$ cat src/include/fatc_pkg.sv
`default_nettype none
package fatc_pkg;
  localparam int CLK_HZ = 100_000_000;
  localparam int CLK_PERIOD_NS = 10;
  localparam int US_NS = 1000;
  localparam int CYC_PER_US = US_NS / CLK_PERIOD_NS;
  localparam int CYC_W = 7;
  localparam logic [CYC_W-1:0] CYC_LAST = CYC_W'(CYC_PER_US - 1);

  localparam int CNT_W = 16;
  localparam int RATE_W = 16;
  localparam int EXPO_W = 24;
  localparam int DLY_W = 16;
  localparam int SRC_W = 4;
  localparam int CHK_W = 32;

  // Rate pacing is a phase accumulator wrapping at the clock rate in Hz
  localparam int PACE_W = 28;
  localparam logic [PACE_W-1:0] PACE_WRAP = PACE_W'(CLK_HZ);

  // Achieved rate is counted over a one second window
  localparam int MEASURE_MS = 1000;
  localparam int MEASURE_CYCLES_DEF = MEASURE_MS * (CLK_HZ / 1000);

  // Frames of adaptation before one-shot auto exposure falls back to off
  localparam int ONCE_W = 3;
  localparam logic [ONCE_W-1:0] AE_ONCE_LAST = 3'h3;

  // Trigger origin codes
  localparam logic [SRC_W-1:0] SRC_LINE0 = 4'h0;
  localparam logic [SRC_W-1:0] SRC_USER0 = 4'h4;
  localparam logic [SRC_W-1:0] SRC_CNT0 = 4'h8;
  localparam logic [SRC_W-1:0] SRC_LOGIC0 = 4'hA;
  localparam logic [SRC_W-1:0] SRC_SOFT = 4'hF;

  typedef enum logic [1:0] {cap_continuous, cap_multi, cap_single} fatc_capture_e;
  typedef enum logic {expo_timed, expo_pulse_width} fatc_expo_e;
  typedef enum logic [1:0] {ae_continuous, ae_once, ae_off} fatc_auto_e;
  typedef enum logic [1:0] {tt_acq_start, tt_frame_start, tt_burst_start} fatc_trig_type_e;
  typedef enum logic [2:0] {pol_low, pol_high, pol_fall, pol_rise, pol_any} fatc_polarity_e;
  typedef enum logic {ov_off, ov_readout} fatc_overlap_e;
  typedef enum logic [2:0] {st_idle, st_wait_trig, st_pace, st_delay, st_expose} fatc_state_e;

  localparam fatc_auto_e AE_RESET = ae_continuous;

  typedef struct packed {
    fatc_capture_e capture_mode_select;
    logic [CNT_W-1:0] multi_capture_count;
    logic [CNT_W-1:0] burst_count;
    logic rate_override_enable;
    logic [RATE_W-1:0] target_frame_rate;
    fatc_expo_e exposure_mode_select;
    logic [EXPO_W-1:0] exposure_duration_us;
    logic trigger_gate_enable;
    fatc_trig_type_e trigger_type_select;
    logic [SRC_W-1:0] trigger_origin_select;
    fatc_polarity_e trigger_polarity_select;
    fatc_overlap_e readout_overlap_select;
    logic [DLY_W-1:0] trigger_to_exposure_delay;
  } fatc_cfg_s;

  typedef struct packed {
    logic [3:0] line_in;
    logic [3:0] user_out;
    logic [1:0] counter_out;
    logic [1:0] logic_out;
  } fatc_trig_src_s;
endpackage : fatc_pkg
`default_nettype wire

$ cat src/hw/fatc_acq_ctrl.sv
// Notes on behaviour
// - Continuous, multi, single modes; continuous after reset
// - Multi mode: programmed count, then stop
// - Single mode: one frame, then stop
// - Begin and end commands follow selected mode
// - Rate override paces frames at target rate
// - Report achieved rate, lower when exposure long
// - Timed exposure default, or trigger pulse width
// - Timed manual exposure lasts programmed microseconds
// - One-shot auto returns to off; continuous stays
// - Triggers honoured only while gating enabled
// - Acquisition-start trigger runs sequence in mode
// - Frame-start single/multi needs begin before retrigger
// - Frame-start continuous: one frame per trigger
// - Burst trigger: burst, multi count or one
// - Source select: line, user, counter, logic, software
// - Activation: low, high, falling, rising, any edge
// - Overlap off ignores triggers during readout
// - Wait trigger delay microseconds before exposure
// - Each software command is one trigger
`timescale 1ns/1ps
`default_nettype none
module fatc_acq_ctrl
  import fatc_pkg::*;
#(
  parameter int MEASURE_CYCLES = MEASURE_CYCLES_DEF
) (
  input wire logic ref_clk,
  input wire logic rst_n,
  input wire fatc_cfg_s cfg,
  input wire logic begin_capture_cmd,
  input wire logic end_capture_cmd,
  input wire logic soft_trigger_cmd,
  input wire logic auto_exposure_wr,
  input wire fatc_auto_e auto_exposure_wdata,
  input wire logic [EXPO_W-1:0] ae_exposure_us,
  input wire fatc_trig_src_s trig_src,
  input wire logic readout_busy,
  output logic exposure_active,
  output logic frame_start_pulse,
  output logic acquisition_active,
  output fatc_auto_e auto_exposure_setting,
  output logic [RATE_W-1:0] achieved_frame_rate
);
  fatc_state_e state;
  fatc_state_e next_state;
  logic trig_event;
  logic trig_level;
  logic trig_ok;
  logic readout_clear;
  logic trig_run;
  logic endless;
  logic [CNT_W-1:0] frames_left;
  logic [CNT_W-1:0] seq_count;
  logic last_frame;
  logic rearm;
  logic pulse_mode;
  logic expo_end;
  logic delay_start;
  logic delay_done;
  logic expo_start;
  logic expo_done;
  logic [EXPO_W-1:0] expo_us;
  logic pace_ok;
  logic pace_tick;
  logic [PACE_W-1:0] pace_acc;
  logic [PACE_W-1:0] pace_sum;
  logic [31:0] win_cnt;
  logic [RATE_W-1:0] frame_cnt;
  logic [ONCE_W-1:0] once_cnt;

  fatc_trig_qual u_qual (
    .ref_clk(ref_clk),
    .rst_n(rst_n),
    .src(trig_src),
    .soft_trigger_cmd(soft_trigger_cmd),
    .sel(cfg.trigger_origin_select),
    .pol(cfg.trigger_polarity_select),
    .trig_event(trig_event),
    .trig_level(trig_level)
  );

  fatc_us_timer #(.W(DLY_W)) u_delay (
    .ref_clk(ref_clk),
    .rst_n(rst_n),
    .start(delay_start),
    .us_val(cfg.trigger_to_exposure_delay),
    .done(delay_done)
  );

  fatc_us_timer #(.W(EXPO_W)) u_expo (
    .ref_clk(ref_clk),
    .rst_n(rst_n),
    .start(expo_start),
    .us_val(expo_us),
    .done(expo_done)
  );

  assign readout_clear = !readout_busy || (cfg.readout_overlap_select == ov_readout);
  assign trig_ok = trig_event && cfg.trigger_gate_enable && readout_clear;
  assign last_frame = !endless && (frames_left <= CNT_W'(1));
  // Which triggered sequences stay armed once their frames are done
  assign rearm = trig_run && (cfg.trigger_type_select != tt_acq_start) &&
                 ((cfg.trigger_type_select == tt_burst_start) ||
                  (cfg.capture_mode_select == cap_continuous));
  assign expo_end = pulse_mode ? !trig_level : expo_done;
  // Manual value only when auto exposure is off; otherwise the adapted value
  assign expo_us = (auto_exposure_setting == ae_off) ? cfg.exposure_duration_us
                                                      : ae_exposure_us;
  assign delay_start = (state == st_wait_trig) && trig_ok && !end_capture_cmd;
  assign expo_start = (next_state == st_expose) && (state != st_expose);

  // Zero counts are taken as one so a sequence always ends
  always_comb begin
    seq_count = CNT_W'(1);
    if (cfg.capture_mode_select == cap_multi) begin
      if (cfg.multi_capture_count != '0) begin
        seq_count = cfg.multi_capture_count;
      end
    end else if (cfg.capture_mode_select == cap_continuous &&
                 cfg.trigger_type_select == tt_burst_start) begin
      if (cfg.burst_count != '0) begin
        seq_count = cfg.burst_count;
      end
    end
  end

  always_comb begin
    next_state = state;
    case (state)
      st_idle: begin
        if (begin_capture_cmd) begin
          next_state = cfg.trigger_gate_enable ? st_wait_trig : st_pace;
        end
      end
      st_wait_trig: begin
        if (trig_ok) begin
          next_state = st_delay;
        end
      end
      st_pace: begin
        if (pace_ok && readout_clear) begin
          next_state = st_expose;
        end
      end
      st_delay: begin
        if (delay_done) begin
          next_state = st_expose;
        end
      end
      st_expose: begin
        if (expo_end) begin
          if (!last_frame) begin
            next_state = st_pace;
          end else if (rearm) begin
            next_state = st_wait_trig;
          end else begin
            next_state = st_idle;
          end
        end
      end
      default: next_state = st_idle;
    endcase
    if (end_capture_cmd) begin
      next_state = st_idle;
    end
  end

  always_ff @(posedge ref_clk or negedge rst_n) begin
    if (!rst_n) begin
      state <= st_idle;
      exposure_active <= 1'h0;
      frame_start_pulse <= 1'h0;
      acquisition_active <= 1'h0;
    end else begin
      state <= next_state;
      exposure_active <= (next_state == st_expose);
      frame_start_pulse <= expo_start;
      acquisition_active <= (next_state != st_idle);
    end
  end

  always_ff @(posedge ref_clk or negedge rst_n) begin
    if (!rst_n) begin
      frames_left <= '0;
      endless <= 1'h0;
      trig_run <= 1'h0;
    end else if (end_capture_cmd) begin
      frames_left <= '0;
      endless <= 1'h0;
      trig_run <= 1'h0;
    end else if (state == st_idle && begin_capture_cmd) begin
      trig_run <= cfg.trigger_gate_enable;
      frames_left <= seq_count;
      endless <= (cfg.capture_mode_select == cap_continuous);
    end else if (delay_start) begin
      frames_left <= seq_count;
      endless <= (cfg.capture_mode_select == cap_continuous) &&
                 (cfg.trigger_type_select == tt_acq_start);
    end else if (state == st_expose && expo_end && !endless) begin
      frames_left <= frames_left - CNT_W'(1);
    end
  end

  // Pulse width governs only exposures that a trigger launched
  always_ff @(posedge ref_clk or negedge rst_n) begin
    if (!rst_n) begin
      pulse_mode <= 1'h0;
    end else if (expo_start) begin
      pulse_mode <= (state == st_delay) &&
                    (cfg.exposure_mode_select == expo_pulse_width);
    end
  end

  assign pace_sum = pace_acc + PACE_W'(cfg.target_frame_rate);
  assign pace_tick = (pace_sum >= PACE_WRAP);

  // Credit from the rate tick wins over its use in the same cycle
  always_ff @(posedge ref_clk or negedge rst_n) begin
    if (!rst_n) begin
      pace_acc <= '0;
      pace_ok <= 1'h1;
    end else if (!cfg.rate_override_enable) begin
      pace_acc <= '0;
      pace_ok <= 1'h1;
    end else begin
      pace_acc <= pace_tick ? (pace_sum - PACE_WRAP) : pace_sum;
      if (pace_tick) begin
        pace_ok <= 1'h1;
      end else if (state == st_pace && expo_start) begin
        pace_ok <= 1'h0;
      end
    end
  end

  always_ff @(posedge ref_clk or negedge rst_n) begin
    if (!rst_n) begin
      win_cnt <= '0;
      frame_cnt <= '0;
      achieved_frame_rate <= '0;
    end else if (win_cnt == 32'(MEASURE_CYCLES - 1)) begin
      win_cnt <= '0;
      frame_cnt <= '0;
      achieved_frame_rate <= frame_cnt + RATE_W'(frame_start_pulse);
    end else begin
      win_cnt <= win_cnt + 32'h1;
      frame_cnt <= frame_cnt + RATE_W'(frame_start_pulse);
    end
  end

  // A software write wins over the automatic return to off
  always_ff @(posedge ref_clk or negedge rst_n) begin
    if (!rst_n) begin
      auto_exposure_setting <= AE_RESET;
      once_cnt <= '0;
    end else if (auto_exposure_wr) begin
      auto_exposure_setting <= auto_exposure_wdata;
      once_cnt <= '0;
    end else if (auto_exposure_setting == ae_once && state == st_expose && expo_end) begin
      if (once_cnt == AE_ONCE_LAST) begin
        auto_exposure_setting <= ae_off;
        once_cnt <= '0;
      end else begin
        once_cnt <= once_cnt + ONCE_W'(1);
      end
    end
  end

  // Checking helpers: cycles spent in the current state and its due length
  logic [CHK_W-1:0] chk_cnt;
  logic [CHK_W-1:0] chk_due;

  always_ff @(posedge ref_clk or negedge rst_n) begin
    if (!rst_n) begin
      chk_cnt <= '0;
      chk_due <= '0;
    end else begin
      chk_cnt <= (next_state != state) ? '0 : chk_cnt + CHK_W'(1);
      if (delay_start) begin
        chk_due <= CHK_W'(cfg.trigger_to_exposure_delay) * CHK_W'(CYC_PER_US);
      end else if (expo_start) begin
        chk_due <= CHK_W'(expo_us) * CHK_W'(CYC_PER_US);
      end
    end
  end

  property p_end_idle;
    @(posedge ref_clk) disable iff (!rst_n)
    end_capture_cmd |=> (state == st_idle) && !exposure_active && (frames_left == '0);
  endproperty
  a_end_idle: assert property (p_end_idle) else $error("end command did not idle");

  property p_seq_done;
    @(posedge ref_clk) disable iff (!rst_n)
    (state == st_expose && expo_end && last_frame && !trig_run && !end_capture_cmd)
      |=> (state == st_idle) && !acquisition_active;
  endproperty
  a_seq_done: assert property (p_seq_done) else $error("sequence did not end");

  property p_gate_off;
    @(posedge ref_clk) disable iff (!rst_n)
    (state == st_idle && begin_capture_cmd && !end_capture_cmd && !cfg.trigger_gate_enable)
      |=> (state == st_pace);
  endproperty
  a_gate_off: assert property (p_gate_off) else $error("free run not entered");

  property p_no_overlap;
    @(posedge ref_clk) disable iff (!rst_n)
    (state == st_wait_trig && readout_busy && cfg.readout_overlap_select == ov_off)
      |=> (state != st_delay);
  endproperty
  a_no_overlap: assert property (p_no_overlap) else $error("trigger taken in readout");

  property p_delay_len;
    @(posedge ref_clk) disable iff (!rst_n)
    (state == st_delay && next_state == st_expose)
      |-> (chk_cnt + CHK_W'(1) == ((chk_due == '0) ? CHK_W'(1) : chk_due));
  endproperty
  a_delay_len: assert property (p_delay_len) else $error("trigger delay wrong");

  property p_expo_len;
    @(posedge ref_clk) disable iff (!rst_n)
    (state == st_expose && !pulse_mode && expo_end && !end_capture_cmd)
      |-> (chk_cnt + CHK_W'(1) == ((chk_due == '0) ? CHK_W'(1) : chk_due));
  endproperty
  a_expo_len: assert property (p_expo_len) else $error("timed exposure wrong");

  property p_pulse_end;
    @(posedge ref_clk) disable iff (!rst_n)
    (state == st_expose && pulse_mode && !trig_level) |=> !exposure_active;
  endproperty
  a_pulse_end: assert property (p_pulse_end) else $error("pulse exposure overran");

  property p_once_off;
    @(posedge ref_clk) disable iff (!rst_n)
    (auto_exposure_setting == ae_once && once_cnt == AE_ONCE_LAST && state == st_expose &&
     expo_end && !auto_exposure_wr) |=> (auto_exposure_setting == ae_off);
  endproperty
  a_once_off: assert property (p_once_off) else $error("one-shot did not end");

  property p_frame_rearm;
    @(posedge ref_clk) disable iff (!rst_n)
    (state == st_expose && expo_end && trig_run && last_frame && !end_capture_cmd &&
     cfg.trigger_type_select == tt_frame_start && cfg.capture_mode_select == cap_continuous)
      |=> (state == st_wait_trig) ##1 (state != st_expose);
  endproperty
  a_frame_rearm: assert property (p_frame_rearm) else $error("frame start not rearmed");

  property p_pace_hold;
    @(posedge ref_clk) disable iff (!rst_n)
    (state == st_pace && cfg.rate_override_enable && !pace_ok) |=> !frame_start_pulse;
  endproperty
  a_pace_hold: assert property (p_pace_hold) else $error("frame started unpaced");

  c_single: cover property (@(posedge ref_clk) disable iff (!rst_n)
    (cfg.capture_mode_select == cap_single && frame_start_pulse) ##[1:1000] (state == st_idle));
  c_trigger: cover property (@(posedge ref_clk) disable iff (!rst_n) delay_start);
  c_burst: cover property (@(posedge ref_clk) disable iff (!rst_n)
    (cfg.trigger_type_select == tt_burst_start && rearm && state == st_wait_trig));
  c_once: cover property (@(posedge ref_clk) disable iff (!rst_n)
    $changed(auto_exposure_setting) && (auto_exposure_setting == ae_off));
endmodule : fatc_acq_ctrl
`default_nettype wire

$ cat src/hw/fatc_trig_qual.sv
`timescale 1ns/1ps
`default_nettype none
module fatc_trig_qual
  import fatc_pkg::*;
(
  input wire logic ref_clk,
  input wire logic rst_n,
  input wire fatc_trig_src_s src,
  input wire logic soft_trigger_cmd,
  input wire logic [SRC_W-1:0] sel,
  input wire fatc_polarity_e pol,
  output logic trig_event,
  output logic trig_level
);
  logic [15:0] src_vec;
  logic bit_now;
  logic bit_prev;

  always_comb begin
    src_vec = '0;
    src_vec[SRC_LINE0 +: 4] = src.line_in;
    src_vec[SRC_USER0 +: 4] = src.user_out;
    src_vec[SRC_CNT0 +: 2] = src.counter_out;
    src_vec[SRC_LOGIC0 +: 2] = src.logic_out;
    src_vec[SRC_SOFT] = soft_trigger_cmd;
  end

  assign bit_now = src_vec[sel];

  always_ff @(posedge ref_clk or negedge rst_n) begin
    if (!rst_n) begin
      bit_prev <= 1'h0;
    end else begin
      bit_prev <= bit_now;
    end
  end

  // A software command is one event whatever the activation
  always_comb begin
    trig_event = 1'h0;
    trig_level = 1'h0;
    if (sel == SRC_SOFT) begin
      trig_event = soft_trigger_cmd;
      trig_level = soft_trigger_cmd;
    end else begin
      case (pol)
        pol_low: begin
          trig_event = !bit_now;
          trig_level = !bit_now;
        end
        pol_high: begin
          trig_event = bit_now;
          trig_level = bit_now;
        end
        pol_fall: begin
          trig_event = bit_prev && !bit_now;
          trig_level = !bit_now;
        end
        pol_rise: begin
          trig_event = !bit_prev && bit_now;
          trig_level = bit_now;
        end
        pol_any: begin
          trig_event = bit_prev ^ bit_now;
          trig_level = 1'h1;
        end
        default: begin
          trig_event = 1'h0;
          trig_level = 1'h0;
        end
      endcase
    end
  end
endmodule : fatc_trig_qual
`default_nettype wire

$ cat src/hw/fatc_us_timer.sv
`timescale 1ns/1ps
`default_nettype none
module fatc_us_timer
  import fatc_pkg::*;
#(
  parameter int W = 16
) (
  input wire logic ref_clk,
  input wire logic rst_n,
  input wire logic start,
  input wire logic [W-1:0] us_val,
  output logic done
);
  logic [W-1:0] us_left;
  logic [CYC_W-1:0] cyc;
  logic running;

  // A zero load still expires one cycle after the start
  assign done = running && (us_left == '0);

  always_ff @(posedge ref_clk or negedge rst_n) begin
    if (!rst_n) begin
      us_left <= '0;
      cyc <= '0;
      running <= 1'h0;
    end else if (start) begin
      // First microsecond is one cycle short: done then closes exactly us_val*100 cycles
      us_left <= us_val;
      cyc <= CYC_LAST - CYC_W'(1);
      running <= 1'h1;
    end else if (running) begin
      if (done) begin
        running <= 1'h0;
      end else if (cyc == '0) begin
        cyc <= CYC_LAST;
        us_left <= us_left - W'(1);
      end else begin
        cyc <= cyc - CYC_W'(1);
      end
    end
  end
endmodule : fatc_us_timer
`default_nettype wire

$ cat config.mk
export PLATFORM = sky130hd
export DESIGN_NAME = fatc_acq_ctrl
export DESIGN_NICKNAME = d
export VERILOG_FILES = /design/src/include/fatc_pkg.sv /design/src/hw/fatc_acq_ctrl.sv /design/src/hw/fatc_trig_qual.sv /design/src/hw/fatc_us_timer.sv
export SDC_FILE = /design/constraint.sdc
export NUM_CORES = 1
export LEC_CHECK = 0
export ABC_AREA = 1
export BUFFER_PORTS_ARGS = -buffer_cell sky130_fd_sc_hd__buf_2
export CAP_MARGIN = 10
export CORE_ASPECT_RATIO = 1.2
export CORE_MARGIN = 2
export CORE_UTILIZATION = 50
export CTS_BUF_LIST = sky130_fd_sc_hd__clkbuf_4
export DETAILED_ROUTE_END_ITERATION = 8
export PLACE_DENSITY = 0.8
export SYNTH_ARGS = -nofsm -noshare
export SYNTH_HDL_FRONTEND = slang
export SYNTH_SLANG_ARGS = --single-unit
export TNS_END_PERCENT = 100
$ cat constraint.sdc
create_clock -name ref_clk -period 4.1 [get_ports ref_clk]
set_input_delay 0.205 -clock ref_clk [delete_from_list [all_inputs] [get_ports ref_clk]]
set_output_delay 0.205 -clock ref_clk [all_outputs]
set_load 0.1 [all_outputs]
==> out/results.txt <==
Crit path cell chain - ha_1, fa_1, nand3_1, nand3_1, nand2_1, nand2_1, xor2_1, inv_1, ha_1, inv_1, nor4_1, nand3_1, nor2_1, nand3_1, nor2_1, nand2_1, nand3_2, nand2_4, nand3_4, nand2_1, nand2_1, nor2_1
Largest net degree at the start of global routing - 94
Max Cap Viol - 0
Final net count - 2300
Number of global-route vias before repair - 12790
Die W - 152.0 µm
Longest Clk Path Bufs - 2
Synth cell types - 48
Sum of routed wire length over all layers - 34510 µm
Critical path class - register to register
DPL Wire Length - 25620 µm
Port buffer count - 168
Die height - 181.6 µm
Final Hold Fails - 0
CTS buffer count - 17
Vias per cell - 5.371
CTS tree - done
Slew Limit Fails - 0
Remaining DRCs - 0
TritonRoute pass-1 iters - 5
Number of synthesized register bits - 180
Pwr dens - 452.2 mW/mm²
Critical Path AT - 4180 ps
Primary FF master, synth - dfrtp_1
CP delay by family, top - simple AND/OR/NAND/NOR gates
Clock insertion delay at the later pin of the skew report - 610 ps
CP max FO - 21
Yosys top cell area share - 0.3409
Footprint of the multi-input gates - 0.007442 mm²
Starting Density - 0.5034
Register area share after synthesis - 0.3429
Gr usage total - 0.2513
Hold wc startpoint - cfg[69]
Leakage - 0.007930 µW
Layout cell share with drive strength beyond 1 - 0.1360
Synthesized instance count - 1925
Vias - 13280
Buffers & Inverters on Critical Path - 2
CTS clock-pin slew for the worst setup and hold paths - 170 ps
Final period util - 0.9102
Pwr Total - 6796 µW
Drt first-iter violations - 832
Worst setup EP type - register
Setup TNS - 0 ps
Fmax - 0.2680 GHz
Register area - 0.004506 mm²
Critical Path RT - 4550 ps
Antenna violations before repair - 6
Die footprint - 0.02760 mm²
Cell with the most instances after synthesis - nand2_1
Slew HR - 0.2712
Hold WS - 41.62 ps
Avg Cell Area, Syn - 6.827 µm²
Worst setup path startpoint - pace_acc[0]
Synthesized Nets - 2106
Congestion Overflow GR - 0
# setup viols final - 0
Ranking of synthesized cells by area - dfrtp_1, nand2_1, inv_1
Layout fillers - 2486
CP dominant cell by count - nand2_1
Hold Crit Class - primary input to register
Top Ports - 169
Top post-synthesis cells by count - nand2_1, inv_1, nor2_1, dfrtp_1, nand3_1
Ys async rst share - 1.000
Syn Std Cell Area - 0.01314 mm²
Slew @ Worst Pin - 1093 ps
Final GP Congestion - 0.9691
CP Launch Type - register
Area leader, netlist - dfrtp_1
Start of the worst register-to-register path - pace_acc[0]
Outcome - complete, no violations
CP max stage cell - fa_1
Crit path largest cell delay - 480 ps
Post-CTS Setup Inserts - 0
Min Tclk post-route - 3732 ps
H-tree levels - 4
WL/cell - 13.96 µm
Setup Skew - 33.18 ps
Rows - 65
Syn. warnings - 0
Global-route wire length before repair - 58360 µm
RSZ-0062 raised after global routing - no
EDFF count, synth - 0
P&R area growth vs syn - 14.36%
Root buf cell - clkbuf_4
Clk sinks - 180
Core area - 0.02611 mm²
Maximum ir drop on the vdd rail - 0.0002418 V
Post-route ant nets - 0
==> tightest hold or removal path: stages <==
cell and delay, ps:
buf_2 90, o21ai_0 90, nand2_1 80, nand4_1 80, nand2_1 70
==> cell families after synthesis <==
| logic type | after synthesis | synth area share |
|---|---|---|
| AO/OA/AOI/OAI | 156 | 0.06941 |
| XOR/XNOR | 102 | 0.06798 |
| adder cells (fa/ha/maj) | 33 | 0.03199 |
| buffers and inverters | 305 | 0.09178 |
| flip-flops | 180 | 0.3429 |
| multiplexers | 24 | 0.02057 |
| AND/OR/NAND/NOR | 1125 | 0.3754 |
==> layer usage <==
metal / vias to the layer above / track usage / routed length, µm
li1: 6601 / - / -
met1: 6175 / 0.3013 / 14560
met2: 412 / 0.4476 / 17150
met3: 87 / 0.04678 / 1793
met4: 2 / 0.09533 / 995
met5: - / 0 / 13
==> where the power goes <==
part	switching, µW	internal, µW
Clock	673	368
Combinational	2040	1220
Sequential	345	2150
==> final cells by class <==
cell class              instances  share of cell area
multi-input cells            1440              0.4952
flip-flops and latches        180              0.2998
repair buffers                227             0.09433
inverters                     253             0.06319
well taps                     335             0.02789
clock inverters                15             0.01024
clock buffers                  17            0.008492
diodes                          5           0.0008326
==> metrics by stage <==
step / setup WS (ps) / instance area [µm²] / instances / util
4_1_cts: 370.4 / 15020 / 2467 / 0.5752
5_1_grt: 4.210 / 15020 / 2468 / 0.5753
3_5_place_dp: 460.5 / 14280 / 2390 / 0.5471
2_1_floorplan: 1050 / 13140 / 1925 / -
6_report: 368.0 / 15030 / 2472 / 0.5757
3_3_place_gp: 621.4 / 14280 / 2390 / 0.5471
==> flip-flops by register name, indices dropped and copies added (netlist names), 2 cells and up <==
signal,cells
win_cnt,32
pace_acc,28
u_expo.us_left,24
achieved_frame_rate,16
frame_cnt,16
frames_left,16
u_delay.us_left,16
u_delay.cyc,7
u_expo.cyc,7
once_cnt,3
state,3
auto_exposure_setting,2
==> worst paths after layout <==
| path | endpoint | slack [ps] | cells after the start |
|---|---|---|---|
| min in group asynchronous | pace_acc[7] | 170 | 2 |
| worst max register to register | pace_acc[9] | 370 | 22 |
| worst max-delay path | pace_acc[9] | 370 | 22 |
| max in group asynchronous | pace_ok | 2940 | 3 |
| worst min-delay path | frames_left[0] | 40 | 5 |
| worst min register to register | win_cnt[0] | 480 | 1 |
==> what timing repair did <==
| action | in CTS | in global routing |
|---|---|---|
| resized for setup | 0 | 0 |
| endpoints found under the hold margin | 129 | 0 |
| setup endpoints to repair | 0 | 0 |
| hold buffers | 45 | 0 |
==> cells in the final DEF (no fill, tap or decap), drive strengths merged, types with 3 or more instances in the layout <==
cell           n
ha            32
xnor2         29
clkinv        11
o21ai         68
nor2         202
mux2          24
nand4         86
inv          254
a21oi         33
xor2          73
nand3b         9
diode          5
buf          181
dlygate4sd3   45
nand3        107
nor3b          5
nor3          52
a31oi         10
o211ai        34
dfrtp        179
a211oi         5
nor4          31
or2            3
clkbuf        18
nand2        627
No activity file was read; power rests on OpenSTA's default activity.
